[config.mk]
export PLATFORM = sky130hd
export DESIGN_NAME = mitc_master
export DESIGN_NICKNAME = d
export VERILOG_FILES = /design/src/hdl/mitc_master.v /design/src/hdl/mitc_sync.v
export VERILOG_INCLUDE_DIRS = /design/src /design/src/common
export SDC_FILE = /design/constraint.sdc
export NUM_CORES = 1
export LEC_CHECK = 0
export ABC_CLOCK_PERIOD_IN_PS = 4300
export BUFFER_PORTS_ARGS = -buffer_cell sky130_fd_sc_hd__buf_2
export CELL_PAD_IN_SITES_DETAIL_PLACEMENT = 1
export CELL_PAD_IN_SITES_GLOBAL_PLACEMENT = 2
export CORE_MARGIN = 2
export CORE_UTILIZATION = 39
export DETAILED_ROUTE_END_ITERATION = 10
export PLACE_DENSITY_LB_ADDON = 0.1
export SLEW_MARGIN = 25
export SYNTH_ARGS = -nofsm -noshare
export SYNTH_HDL_FRONTEND = slang
export SYNTH_SLANG_ARGS = --single-unit
[constraint.sdc]
create_clock -name clk -period 4.3 [get_ports clk]
set_input_delay 0 -clock clk [delete_from_list [all_inputs] [get_ports clk]]
set_output_delay 0 -clock clk [all_outputs]
set_load 0.1 [all_outputs]
[src/common/mitc_defs.vh]
// constants of the two-wire bus master for the magnetometer target port
`ifndef MITC_DEFS_VH
`define MITC_DEFS_VH

// ------------------------------------------------------------
// bus addresses
// ------------------------------------------------------------
`define MITC_ADDR_STD       7'h0E
`define MITC_ADDR_ALT       7'h0F
`define MITC_DIR_WRITE      1'b0
`define MITC_DIR_READ       1'b1

// ------------------------------------------------------------
// register map of the device outside
// ------------------------------------------------------------
`define MITC_REG_DATA_FIRST 8'h01
`define MITC_REG_DATA_LAST  8'h06
`define MITC_REG_OFS_FIRST  8'h09
`define MITC_REG_OFS_LAST   8'h0E

// ------------------------------------------------------------
// timing
// ------------------------------------------------------------
`define MITC_CLK_MHZ        200
`define MITC_FAST_KHZ       400
`define MITC_NORM_KHZ       100
// quarter of a bus clock period, in system clocks
`define MITC_QTR_FAST       ((`MITC_CLK_MHZ * 1000) / (4 * `MITC_FAST_KHZ))
`define MITC_QTR_NORM       ((`MITC_CLK_MHZ * 1000) / (4 * `MITC_NORM_KHZ))
`define MITC_CNT_W          10

// ------------------------------------------------------------
// master sequencer states
// ------------------------------------------------------------
`define MITC_ST_IDLE        4'h0
`define MITC_ST_START       4'h1
`define MITC_ST_BIT         4'h2
`define MITC_ST_ACK         4'h3
`define MITC_ST_NEXT        4'h4
`define MITC_ST_RSTART      4'h5
`define MITC_ST_STOP        4'h6
`define MITC_ST_WAITB       4'h7

`endif

[src/hdl/mitc_master.v]
// two-wire bus master that reads and writes the magnetometer's registers
// ------------------------------------------------------------
// How it works
// - idle: both lines released and resting high; bus free
// - start: data falls while clock high; bus busy afterwards
// - first byte: seven address bits then direction bit
// - ninth clock of every byte is the acknowledge slot
// - transmitter releases data during the acknowledge slot
// - receiver holds data low through acknowledge clock high phase
// - no upper limit on bytes after the address byte; cmd_len caps one command at 255 data bytes
// - target may hold clock low; master waits for release
// - stop: data rises while clock high, ends the transaction
// - every write command ends with a stop; the register write of a read ends with a repeated start
// - read ends with last byte not acknowledged
// - repeated start allowed without stop; address reception restarts
// - read: register address written, repeated start, read direction
// ------------------------------------------------------------
`timescale 1ns/1ps
`include "mitc_defs.vh"
module mitc_master (
    // clock and reset
    input  wire       clk,
    input  wire       resetn,
    // command
    input  wire       cmd_valid,
    output wire       cmd_ready,
    input  wire       cmd_read,
    input  wire       alt_addr,
    input  wire       fast_mode,
    input  wire [7:0] cmd_reg,
    input  wire [7:0] cmd_len,
    // write data stream
    input  wire [7:0] wr_data,
    output reg        wr_take,
    // read data stream
    output reg  [7:0] rd_data,
    output reg        rd_valid,
    // status
    output reg        busy,
    output reg        done,
    output reg        nak_err,
    // bus pins, enable low drives low
    input  wire       scl_in,
    output wire       scl_out,
    output reg        scl_oen,
    input  wire       sda_in,
    output wire       sda_out,
    output reg        sda_oen
);
    // ------------------------------------------------------------
    // synchronised lines
    // ------------------------------------------------------------
    wire [1:0] lines;
    wire       scl_s = lines[1];
    wire       sda_s = lines[0];

    mitc_sync u_sync (
        .clk      (clk),
        .resetn   (resetn),
        .async_in ({scl_in, sda_in}),
        .sync_out (lines)
    );

    assign scl_out = 1'b0;
    assign sda_out = 1'b0;

    // ------------------------------------------------------------
    // state
    // ------------------------------------------------------------
    reg [3:0]             state;
    reg [1:0]             phase;
    reg [`MITC_CNT_W-1:0] cnt;
    reg [`MITC_CNT_W-1:0] qtr;
    reg [7:0]             shift;
    reg [3:0]             bitn;
    reg [1:0]             stage;    // 0 addr-w, 1 reg, 2 data, 3 addr-r/rdata
    reg                   is_read;
    reg                   rd_phase;
    reg [7:0]             left;
    reg                   acked;

    assign cmd_ready = (state == `MITC_ST_IDLE);

    function [7:0] addr_byte;
        input alt;
        input dir;
        begin
            addr_byte = {(alt ? `MITC_ADDR_ALT
                              : `MITC_ADDR_STD), dir};
        end
    endfunction

    wire tick = (cnt == {`MITC_CNT_W{1'b0}});
    // quarter counts cut to the counter width on purpose
    wire [31:0]             qtr_fast_full = `MITC_QTR_FAST;
    wire [31:0]             qtr_norm_full = `MITC_QTR_NORM;
    wire [`MITC_CNT_W-1:0]  qtr_fast      = qtr_fast_full[`MITC_CNT_W-1:0];
    wire [`MITC_CNT_W-1:0]  qtr_norm      = qtr_norm_full[`MITC_CNT_W-1:0];
    // a released clock that still reads low freezes the quarter count,
    // so a start or repeated start never falls while the target holds it
    wire stretched = scl_oen && !scl_s;

    always @(posedge clk or negedge resetn) begin
        if (!resetn) begin
            state    <= `MITC_ST_IDLE;
            phase    <= 2'h0;
            cnt      <= {`MITC_CNT_W{1'b0}};
            qtr      <= {`MITC_CNT_W{1'b0}};
            shift    <= 8'h00;
            bitn     <= 4'h0;
            stage    <= 2'h0;
            is_read  <= 1'b0;
            rd_phase <= 1'b0;
            left     <= 8'h00;
            acked    <= 1'b0;
            scl_oen  <= 1'b1;
            sda_oen  <= 1'b1;
            rd_data  <= 8'h00;
            rd_valid <= 1'b0;
            wr_take  <= 1'b0;
            busy     <= 1'b0;
            done     <= 1'b0;
            nak_err  <= 1'b0;
        end else begin
            rd_valid <= 1'b0;
            wr_take  <= 1'b0;
            done     <= 1'b0;
            if (!tick && !stretched)
                cnt <= cnt - 1'b1;
            case (state)
            `MITC_ST_IDLE: begin
                scl_oen <= 1'b1;
                sda_oen <= 1'b1;
                busy    <= 1'b0;
                if (cmd_valid && scl_s && sda_s) begin
                    qtr      <= fast_mode ? qtr_fast
                                          : qtr_norm;
                    cnt      <= fast_mode ? qtr_fast
                                          : qtr_norm;
                    is_read  <= cmd_read;
                    left     <= cmd_len;
                    shift    <= addr_byte(alt_addr,
                                          `MITC_DIR_WRITE);
                    stage    <= 2'h0;
                    rd_phase <= 1'b0;
                    nak_err  <= 1'b0;
                    busy     <= 1'b1;
                    phase    <= 2'h0;
                    state    <= `MITC_ST_START;
                end
            end
            `MITC_ST_START, `MITC_ST_RSTART: if (tick) begin
                cnt   <= qtr;
                phase <= phase + 1'b1;
                case (phase)
                2'h0: begin sda_oen <= 1'b1; scl_oen <= 1'b1; end
                2'h1: sda_oen <= 1'b0;
                2'h2: scl_oen <= 1'b0;
                default: begin
                    bitn  <= 4'h0;
                    state <= `MITC_ST_BIT;
                end
                endcase
            end
            `MITC_ST_BIT: if (tick) begin
                cnt   <= qtr;
                phase <= phase + 1'b1;
                case (phase)
                2'h0: begin
                    // receiving while reading data, else sending the byte
                    if (rd_phase) sda_oen <= 1'b1;
                    else sda_oen <= shift[7];
                end
                2'h1: scl_oen <= 1'b1;
                2'h2: if (rd_phase) shift <= {shift[6:0], sda_s};
                default: begin
                    scl_oen <= 1'b0;
                    if (!rd_phase) shift <= {shift[6:0], 1'b0};
                    bitn <= bitn + 1'b1;
                    if (bitn == 4'h7) state <= `MITC_ST_ACK;
                end
                endcase
            end
            `MITC_ST_ACK: if (tick) begin
                cnt   <= qtr;
                phase <= phase + 1'b1;
                case (phase)
                2'h0: begin
                    if (rd_phase)
                        sda_oen <= (left == 8'h01);
                    else
                        sda_oen <= 1'b1;
                end
                2'h1: scl_oen <= 1'b1;
                2'h2: acked <= rd_phase ? 1'b1 : !sda_s;
                default: begin
                    scl_oen <= 1'b0;
                    state   <= `MITC_ST_NEXT;
                end
                endcase
            end
            `MITC_ST_NEXT: begin
                bitn <= 4'h0;
                if (rd_phase) begin
                    rd_data  <= shift;
                    rd_valid <= 1'b1;
                    left     <= left - 1'b1;
                    if (left == 8'h01) state <= `MITC_ST_STOP;
                    else state <= `MITC_ST_BIT;
                end else if (!acked) begin
                    nak_err <= 1'b1;
                    state   <= `MITC_ST_STOP;
                end else if (stage == 2'h0) begin
                    shift <= cmd_reg;
                    stage <= 2'h1;
                    state <= `MITC_ST_BIT;
                end else if (stage == 2'h3) begin
                    rd_phase <= 1'b1;
                    state    <= (left == 8'h00) ? `MITC_ST_STOP
                                                : `MITC_ST_BIT;
                end else if (is_read) begin
                    shift <= addr_byte(alt_addr, `MITC_DIR_READ);
                    stage <= 2'h3;
                    state <= `MITC_ST_RSTART;
                end else if (left == 8'h00) begin
                    state <= `MITC_ST_STOP;
                end else begin
                    shift   <= wr_data;
                    wr_take <= 1'b1;
                    left    <= left - 1'b1;
                    stage   <= 2'h2;
                    state   <= `MITC_ST_BIT;
                end
                phase <= 2'h0;
                cnt   <= qtr;
            end
            `MITC_ST_STOP: if (tick) begin
                cnt   <= qtr;
                phase <= phase + 1'b1;
                case (phase)
                2'h0: sda_oen <= 1'b0;
                2'h1: scl_oen <= 1'b1;
                2'h2: sda_oen <= 1'b1;
                default: state <= `MITC_ST_WAITB;
                endcase
            end
            `MITC_ST_WAITB: if (tick) begin
                done  <= 1'b1;
                state <= `MITC_ST_IDLE;
            end
            default: state <= `MITC_ST_IDLE;
            endcase
        end
    end
endmodule // mitc_master

[src/hdl/mitc_sync.v]
// two-flop synchroniser for the bus lines
`timescale 1ns/1ps
module mitc_sync (
    // clock and reset
    input  wire       clk,
    input  wire       resetn,
    // asynchronous lines in, synchronised lines out
    input  wire [1:0] async_in,
    output reg  [1:0] sync_out
);
    reg [1:0] meta;

    always @(posedge clk or negedge resetn) begin
        if (!resetn) begin
            meta     <= 2'h3;
            sync_out <= 2'h3;
        end else begin
            meta     <= async_in;
            sync_out <= meta;
        end
    end
endmodule // mitc_sync

# After elaboration in Yosys (flattened, before gate mapping)
# Cells that the tools add are included.
dict set report op_classes {
  add_sub_neg 4
  eq_ne 45
  n_mux 100
  n_reduce_logical 38
}
# cell count
set op_table {}
lappend op_table {{8-bit 2-to-1 mux} 17}
lappend op_table {{4-bit 2-to-1 mux} 16}
lappend op_table {{2-bit inequality test (second input constant)} 18}
lappend op_table {{1-bit 2-to-1 mux} 33}
lappend op_table {{3-bit inequality test (second input constant)} 11}
lappend op_table {{8-bit case mux with 2 select lines} 2}
lappend op_table {{10-bit 2-to-1 mux} 3}
lappend op_table {{10-bit case mux with 3 select lines} 1}
lappend op_table {{4-bit case mux with 7 select lines} 1}
lappend op_table {{8-bit case mux with 3 select lines} 1}
lappend op_table {{4-bit by 3-bit == test with 1-bit output (second input constant)} 5}
lappend op_table {{3-bit 2-to-1 mux} 6}
lappend op_table {{2-bit 2-to-1 mux} 8}
lappend op_table {{7-bit AND reduction} 2}
lappend op_table {{1-bit case mux with 2 select lines} 6}
lappend op_table {{4-bit case mux with 3 select lines} 1}
lappend op_table {{11-bit AND reduction} 1}
lappend op_table {{10-bit logical NOT} 1}
lappend op_table {{10-bit AND reduction} 1}
lappend op_table {{10-bit by 1-bit subtractor with 10-bit output (second input constant)} 1}
lappend op_table {{9-bit 2-to-1 mux} 1}
lappend op_table {{9-bit AND reduction} 1}
lappend op_table {{3-bit nonzero test} 3}
lappend op_table {{4-bit by 2-bit == test with 1-bit output (second input constant)} 2}
lappend op_table {{29 further kinds} 45}
dict set report totals {
  regBits 70
  out_inout_bits 18
}

# Longest topological paths before layout
dict set report logic_depth {
  word_depth 8
  mapped_depth 8
  depth_no_buf 7
}

# By module
# A second synthesis with hierarchy kept.
dict set report unflattened {
  cells_unflattened 375
  area_unflattened_um2 3587.2
}
# mod n_inst area_per_inst_um2 cells_each
set by_module_without_submodules {}
lappend by_module_without_submodules {mitc_master 1 3482.1 371}
lappend by_module_without_submodules {mitc_sync 1 105.1 4}

# Least setup slack after synthesis
# Ideal clock, no wire load.
dict set report synth_timing {
  path_kind {reg2reg}
  startpoint {register cnt[2]}
  endpoint {register shift[2]}
  period_less_slack_ns 2.443
  setup_slack_ns 1.857
  path_stages_with_launch 8
  arrival_time_ns 2.318
  setup_time_ns 0.125
  path_cell_list {dfrtp_1 > or4_1 > buf_2 > or3_1 > buf_6 > a221oi_4 > o21ai_4 > mux2_4}
}
dict set report synth_via {
  elab_chain_len 3
}
# item line_no
set synth_lines {}
lappend synth_lines {{start: declaration} mitc_master.v:72} ;# reg [`MITC_CNT_W-1:0] cnt;
lappend synth_lines {{start signal: assignment} mitc_master.v:107} ;# cnt <= {`MITC_CNT_W{1'b0}};
lappend synth_lines {{start signal: assignment} mitc_master.v:129} ;# cnt <= cnt - 1'b1;
lappend synth_lines {{start signal: assignment} mitc_master.v:138} ;# cnt <= fast_mode ? qtr_fast
lappend synth_lines {{10-bit logical NOT} mitc_master.v:93} ;# wire tick = (cnt == {`MITC_CNT_W{1'b0}});
lappend synth_lines {{2-bit inequality test (no source line)} --}
lappend synth_lines {{10-bit AND reduction (no source line)} --}
lappend synth_lines {{end signal: assignment} mitc_master.v:142} ;# shift <= addr_byte(alt_addr,
lappend synth_lines {{end signal: assignment} mitc_master.v:175} ;# 2'h2: if (rd_phase) shift <= {shift[6:0], sda_s};
lappend synth_lines {{end signal: assignment} mitc_master.v:178} ;# if (!rd_phase) shift <= {shift[6:0], 1'b0};
lappend synth_lines {{end: declaration} mitc_master.v:74} ;# reg [7:0] shift;
# Every way passes these cells.
# A chain may end at the register's enable or synchronous reset.

# Final worst setup path
dict set report layout_timing {
  startpoint {register state[1]}
  endpoint {register shift[1]}
}
dict set report layout_via {
  elab_chain_len 3
  word_cells_on_any_way 15
  cone_classes {11 x eq/ne; 1 x mux; 3 x reduce/logical}
}
# item line_no
set layout_lines {}
lappend layout_lines {{start: declaration} mitc_master.v:70} ;# reg [3:0] state;
lappend layout_lines {{start signal: assignment} mitc_master.v:105} ;# state <= `MITC_ST_IDLE;
lappend layout_lines {{start signal: assignment} mitc_master.v:149} ;# state <= `MITC_ST_START;
lappend layout_lines {{start signal: assignment} mitc_master.v:161} ;# state <= `MITC_ST_BIT;
lappend layout_lines {{4-bit by 3-bit == test with 1-bit output (tied with other cells)} mitc_master.v:130} ;# case (state)
lappend layout_lines {{4-bit inequality test (no source line) (tied with other cells)} --}
lappend layout_lines {{10-bit AND reduction (no source line)} --}
# Parallel ways exist; a longest one is shown, timed or not.

==> run metrics <==
status completed; Hold Crit Depth 4; maximum vdd drop about 0.18 mV; first-pass GRT wire length ~16 mm; die height 99.8 um; crit path DAT slightly below 3000 ps; Worst setup SP type flop; Yosys top cell area share 39.2%; crit path capture type flop; worst-path cell chain or3b_2 -> or4_1 -> a221oi_4 -> o21ai_4 -> mux2_4; most frequent cells in the layout 56 x dfrtp_1, 47 x buf_2, 44 x nor2_1; number of port buffers 47; slowest CP cell dfrtp_1; die footprint 9950 um^2; Post-CTS Setup Repair Bufs 0; cts bufs inserted 9; Syn Area/Cell 9.46 um^2; CTS sink cnt slightly above 60; most used routing layer met2; num rows 34; Cell variety after synth 57; Synthesis Warnings 0; Final Critical Period 2680 ps; vias per inst ~5.5; Critical Path Max Stage Delay approximately 650 ps; grt met3 use 3.94%; # IOs 50; Post-CTS Hold Buffers 13; worst r2r src state[1]; Pre-antenna DRT Iters 4; Max Fclk approximately 370 MHz; diodes inserted 0; R2R setup slack 1620 ps; Setup CP Type reg -> reg; ANT nets after route 0; setup TNS 0 ps; headroom to the max-slew limit between 40% and 50%; DRC violation total after the first TritonRoute iteration approximately 110; initial antenna violation count 0; sequential area share after synthesis a little over two fifths; unrepaired setup endpoints after global routing no; final worst setup slack ~1600 ps; GR Overflow Total 0; CTS HTree Levels 3; Crit Reg-Reg Endpoint shift[1]; Gate Count Post-Synth between 300 and 400; Hold EP shift[1]; fraction of registers with async set/reset 100%; Root Driver clkbuf_8; met1 usage a little over a quarter; Vias between 2000 and 3000; core area between 8000 and 9000 um^2; vias in the first global route about 3200; most common cell after layout, fill and taps aside dfrtp_1; # resized after CTS 0; Tightest Pin Transition 857 ps; Starting Density around two fifths; ranking of synthesized cells by area dfrtp_1 39%, o21ai_0 4.8%, nor2_1 4.6%; met2 Track Usage GR between 30% and 40%; Final Slew Violations 0; filler cell count 1030; hpwl dp roughly 7 mm; Post-Syn Area 3580 um^2; RD Place Congestion between 0.7 and 0.8; #FFs+latches synth 62; CTS Buffer Depth 2; number of hold violations in the final report 0; Synth area leader dfrtp_1; DRC viols 0; CP Data Required Time around 4500 ps; critical path fanouts, max 18; Register-to-Register Path Depth 5; CTS tree built; final period utilization about 62%; clk_lat worst skew around 340 ps; gr usage total around a fifth; P per Cell Area between 200 and 300 nW/um^2; wire per inst between 15 and 20 um; Final setup viols 0; Post-synth EDFFs 0; Die Width ~100 um; pre-CTS setup slack roughly 1600 ps; Worst Hold Class in -> reg; clock transition at the registers of the reported paths ~70 ps; P_leak about 2.0 nW; Max Cap Viol 0; Final Routed Wirelength around 9.6 mm; P&R area growth vs syn 18.2%; nets around 470; main flop type after synthesis dfrtp_1; clk_skew between 10 and 15 ps; share of cells above drive strength 1 24.7%; min-delay src alt_addr; largest net degree at the start of global routing 63
[final cells by class]
type | instances | area [um^2] | share of cell area (%)
Tap cell | 108 | 135 | 3.20
Inverter | 18 | 67.6 | 1.60
Timing Repair Buffer | 65 | 403 | 9.53
Clock buffer | 12 | 145 | 3.43
Clock inverter | 4 | 70.1 | 1.66
Multi-Input combinational cell | 276 | 1850 | 43.7
Sequential cell | 62 | 1560 | 36.9
[layer usage]
| layer | wire (um) | vias up |
|---|---|---|
| met1 | 4500 | 1482 |
| met2 | 4720 | 42 |
| met3 | 297 | 6 |
| li1 | - | 1458 |
| met5 | 0 | - |
| met4 | 95 | 0 |
[report_power, final]
group          switching, mW  internal (mW)  leakage [nW]
sequential           0.00119          0.586         0.773
clock                  0.234          0.341         0.110
combinational         0.0277         0.0212          1.11
[synth_stat cells, types with 9 or more instances]
cell type,n
nor2_1,44
xnor2_1,9
inv_1,18
mux2_2,14
dfrtp_1,56
clkbuf_1,17
nand3_1,9
nor3_1,11
o21ai_0,34
nand2_1,20
a21oi_1,19
ha_1,10
[critical path, delay by kind of cell (launching register included)]
family | cells | cell delay (ps)
mux | 1 | 330
flops | 1 | 650
simple gates | 2 | 1110
compound gates | 2 | 480
[flip-flops by register name (all words and copies together) (netlist names), 2 cells and up]
signal,cells
shift,8
state,3
bitn,4
left,8
rd_data,8
phase,2
u_sync.sync_out,2
cnt,10
stage,2
qtr,3
u_sync.meta,2
[stage by stage]
| step | util (%) | hold slack [ps] | power [mW] | cell area (um^2) | cells |
|---|---|---|---|---|---|
| 5_1_grt | 48.0 | 106 | 1.26 | 4230 | 545 |
| 2_1_floorplan | - | -296 | 0.612 | 3580 | 379 |
| 3_5_place_dp | 44.1 | 111 | 0.640 | 3880 | 516 |
| 6_report | 48.0 | 87.9 | 1.21 | 4230 | 545 |
| 3_3_place_gp | 44.1 | 105 | 0.639 | 3880 | 516 |
| 4_1_cts | 48.0 | 75.9 | 1.23 | 4230 | 545 |
[kinds of logic after synthesis]
group | Yosys count | synth area share [%]
flops | 62 | 43.6
other cells | 1 | 0.105
compound gates | 96 | 18.2
fa+ha+maj | 10 | 3.50
mux | 23 | 8.05
xor+xnor | 12 | 2.94
simple gates | 133 | 18.8
buf+inv | 41 | 4.83
[worst max path at each step]
stage,cells after the start,end,slack [ps],from
3_3_place_gp,5,shift[4],1680,state[1]
3_5_place_dp,5,shift[3],1630,cnt[2]
5_1_grt,5,shift[1],1500,state[2]
4_1_cts,5,shift[1],1610,cnt[2]
6_report,5,shift[1],1620,state[1]
2_1_floorplan,7,shift[2],1860,cnt[2]
Power figures use the tool's default switching activity.
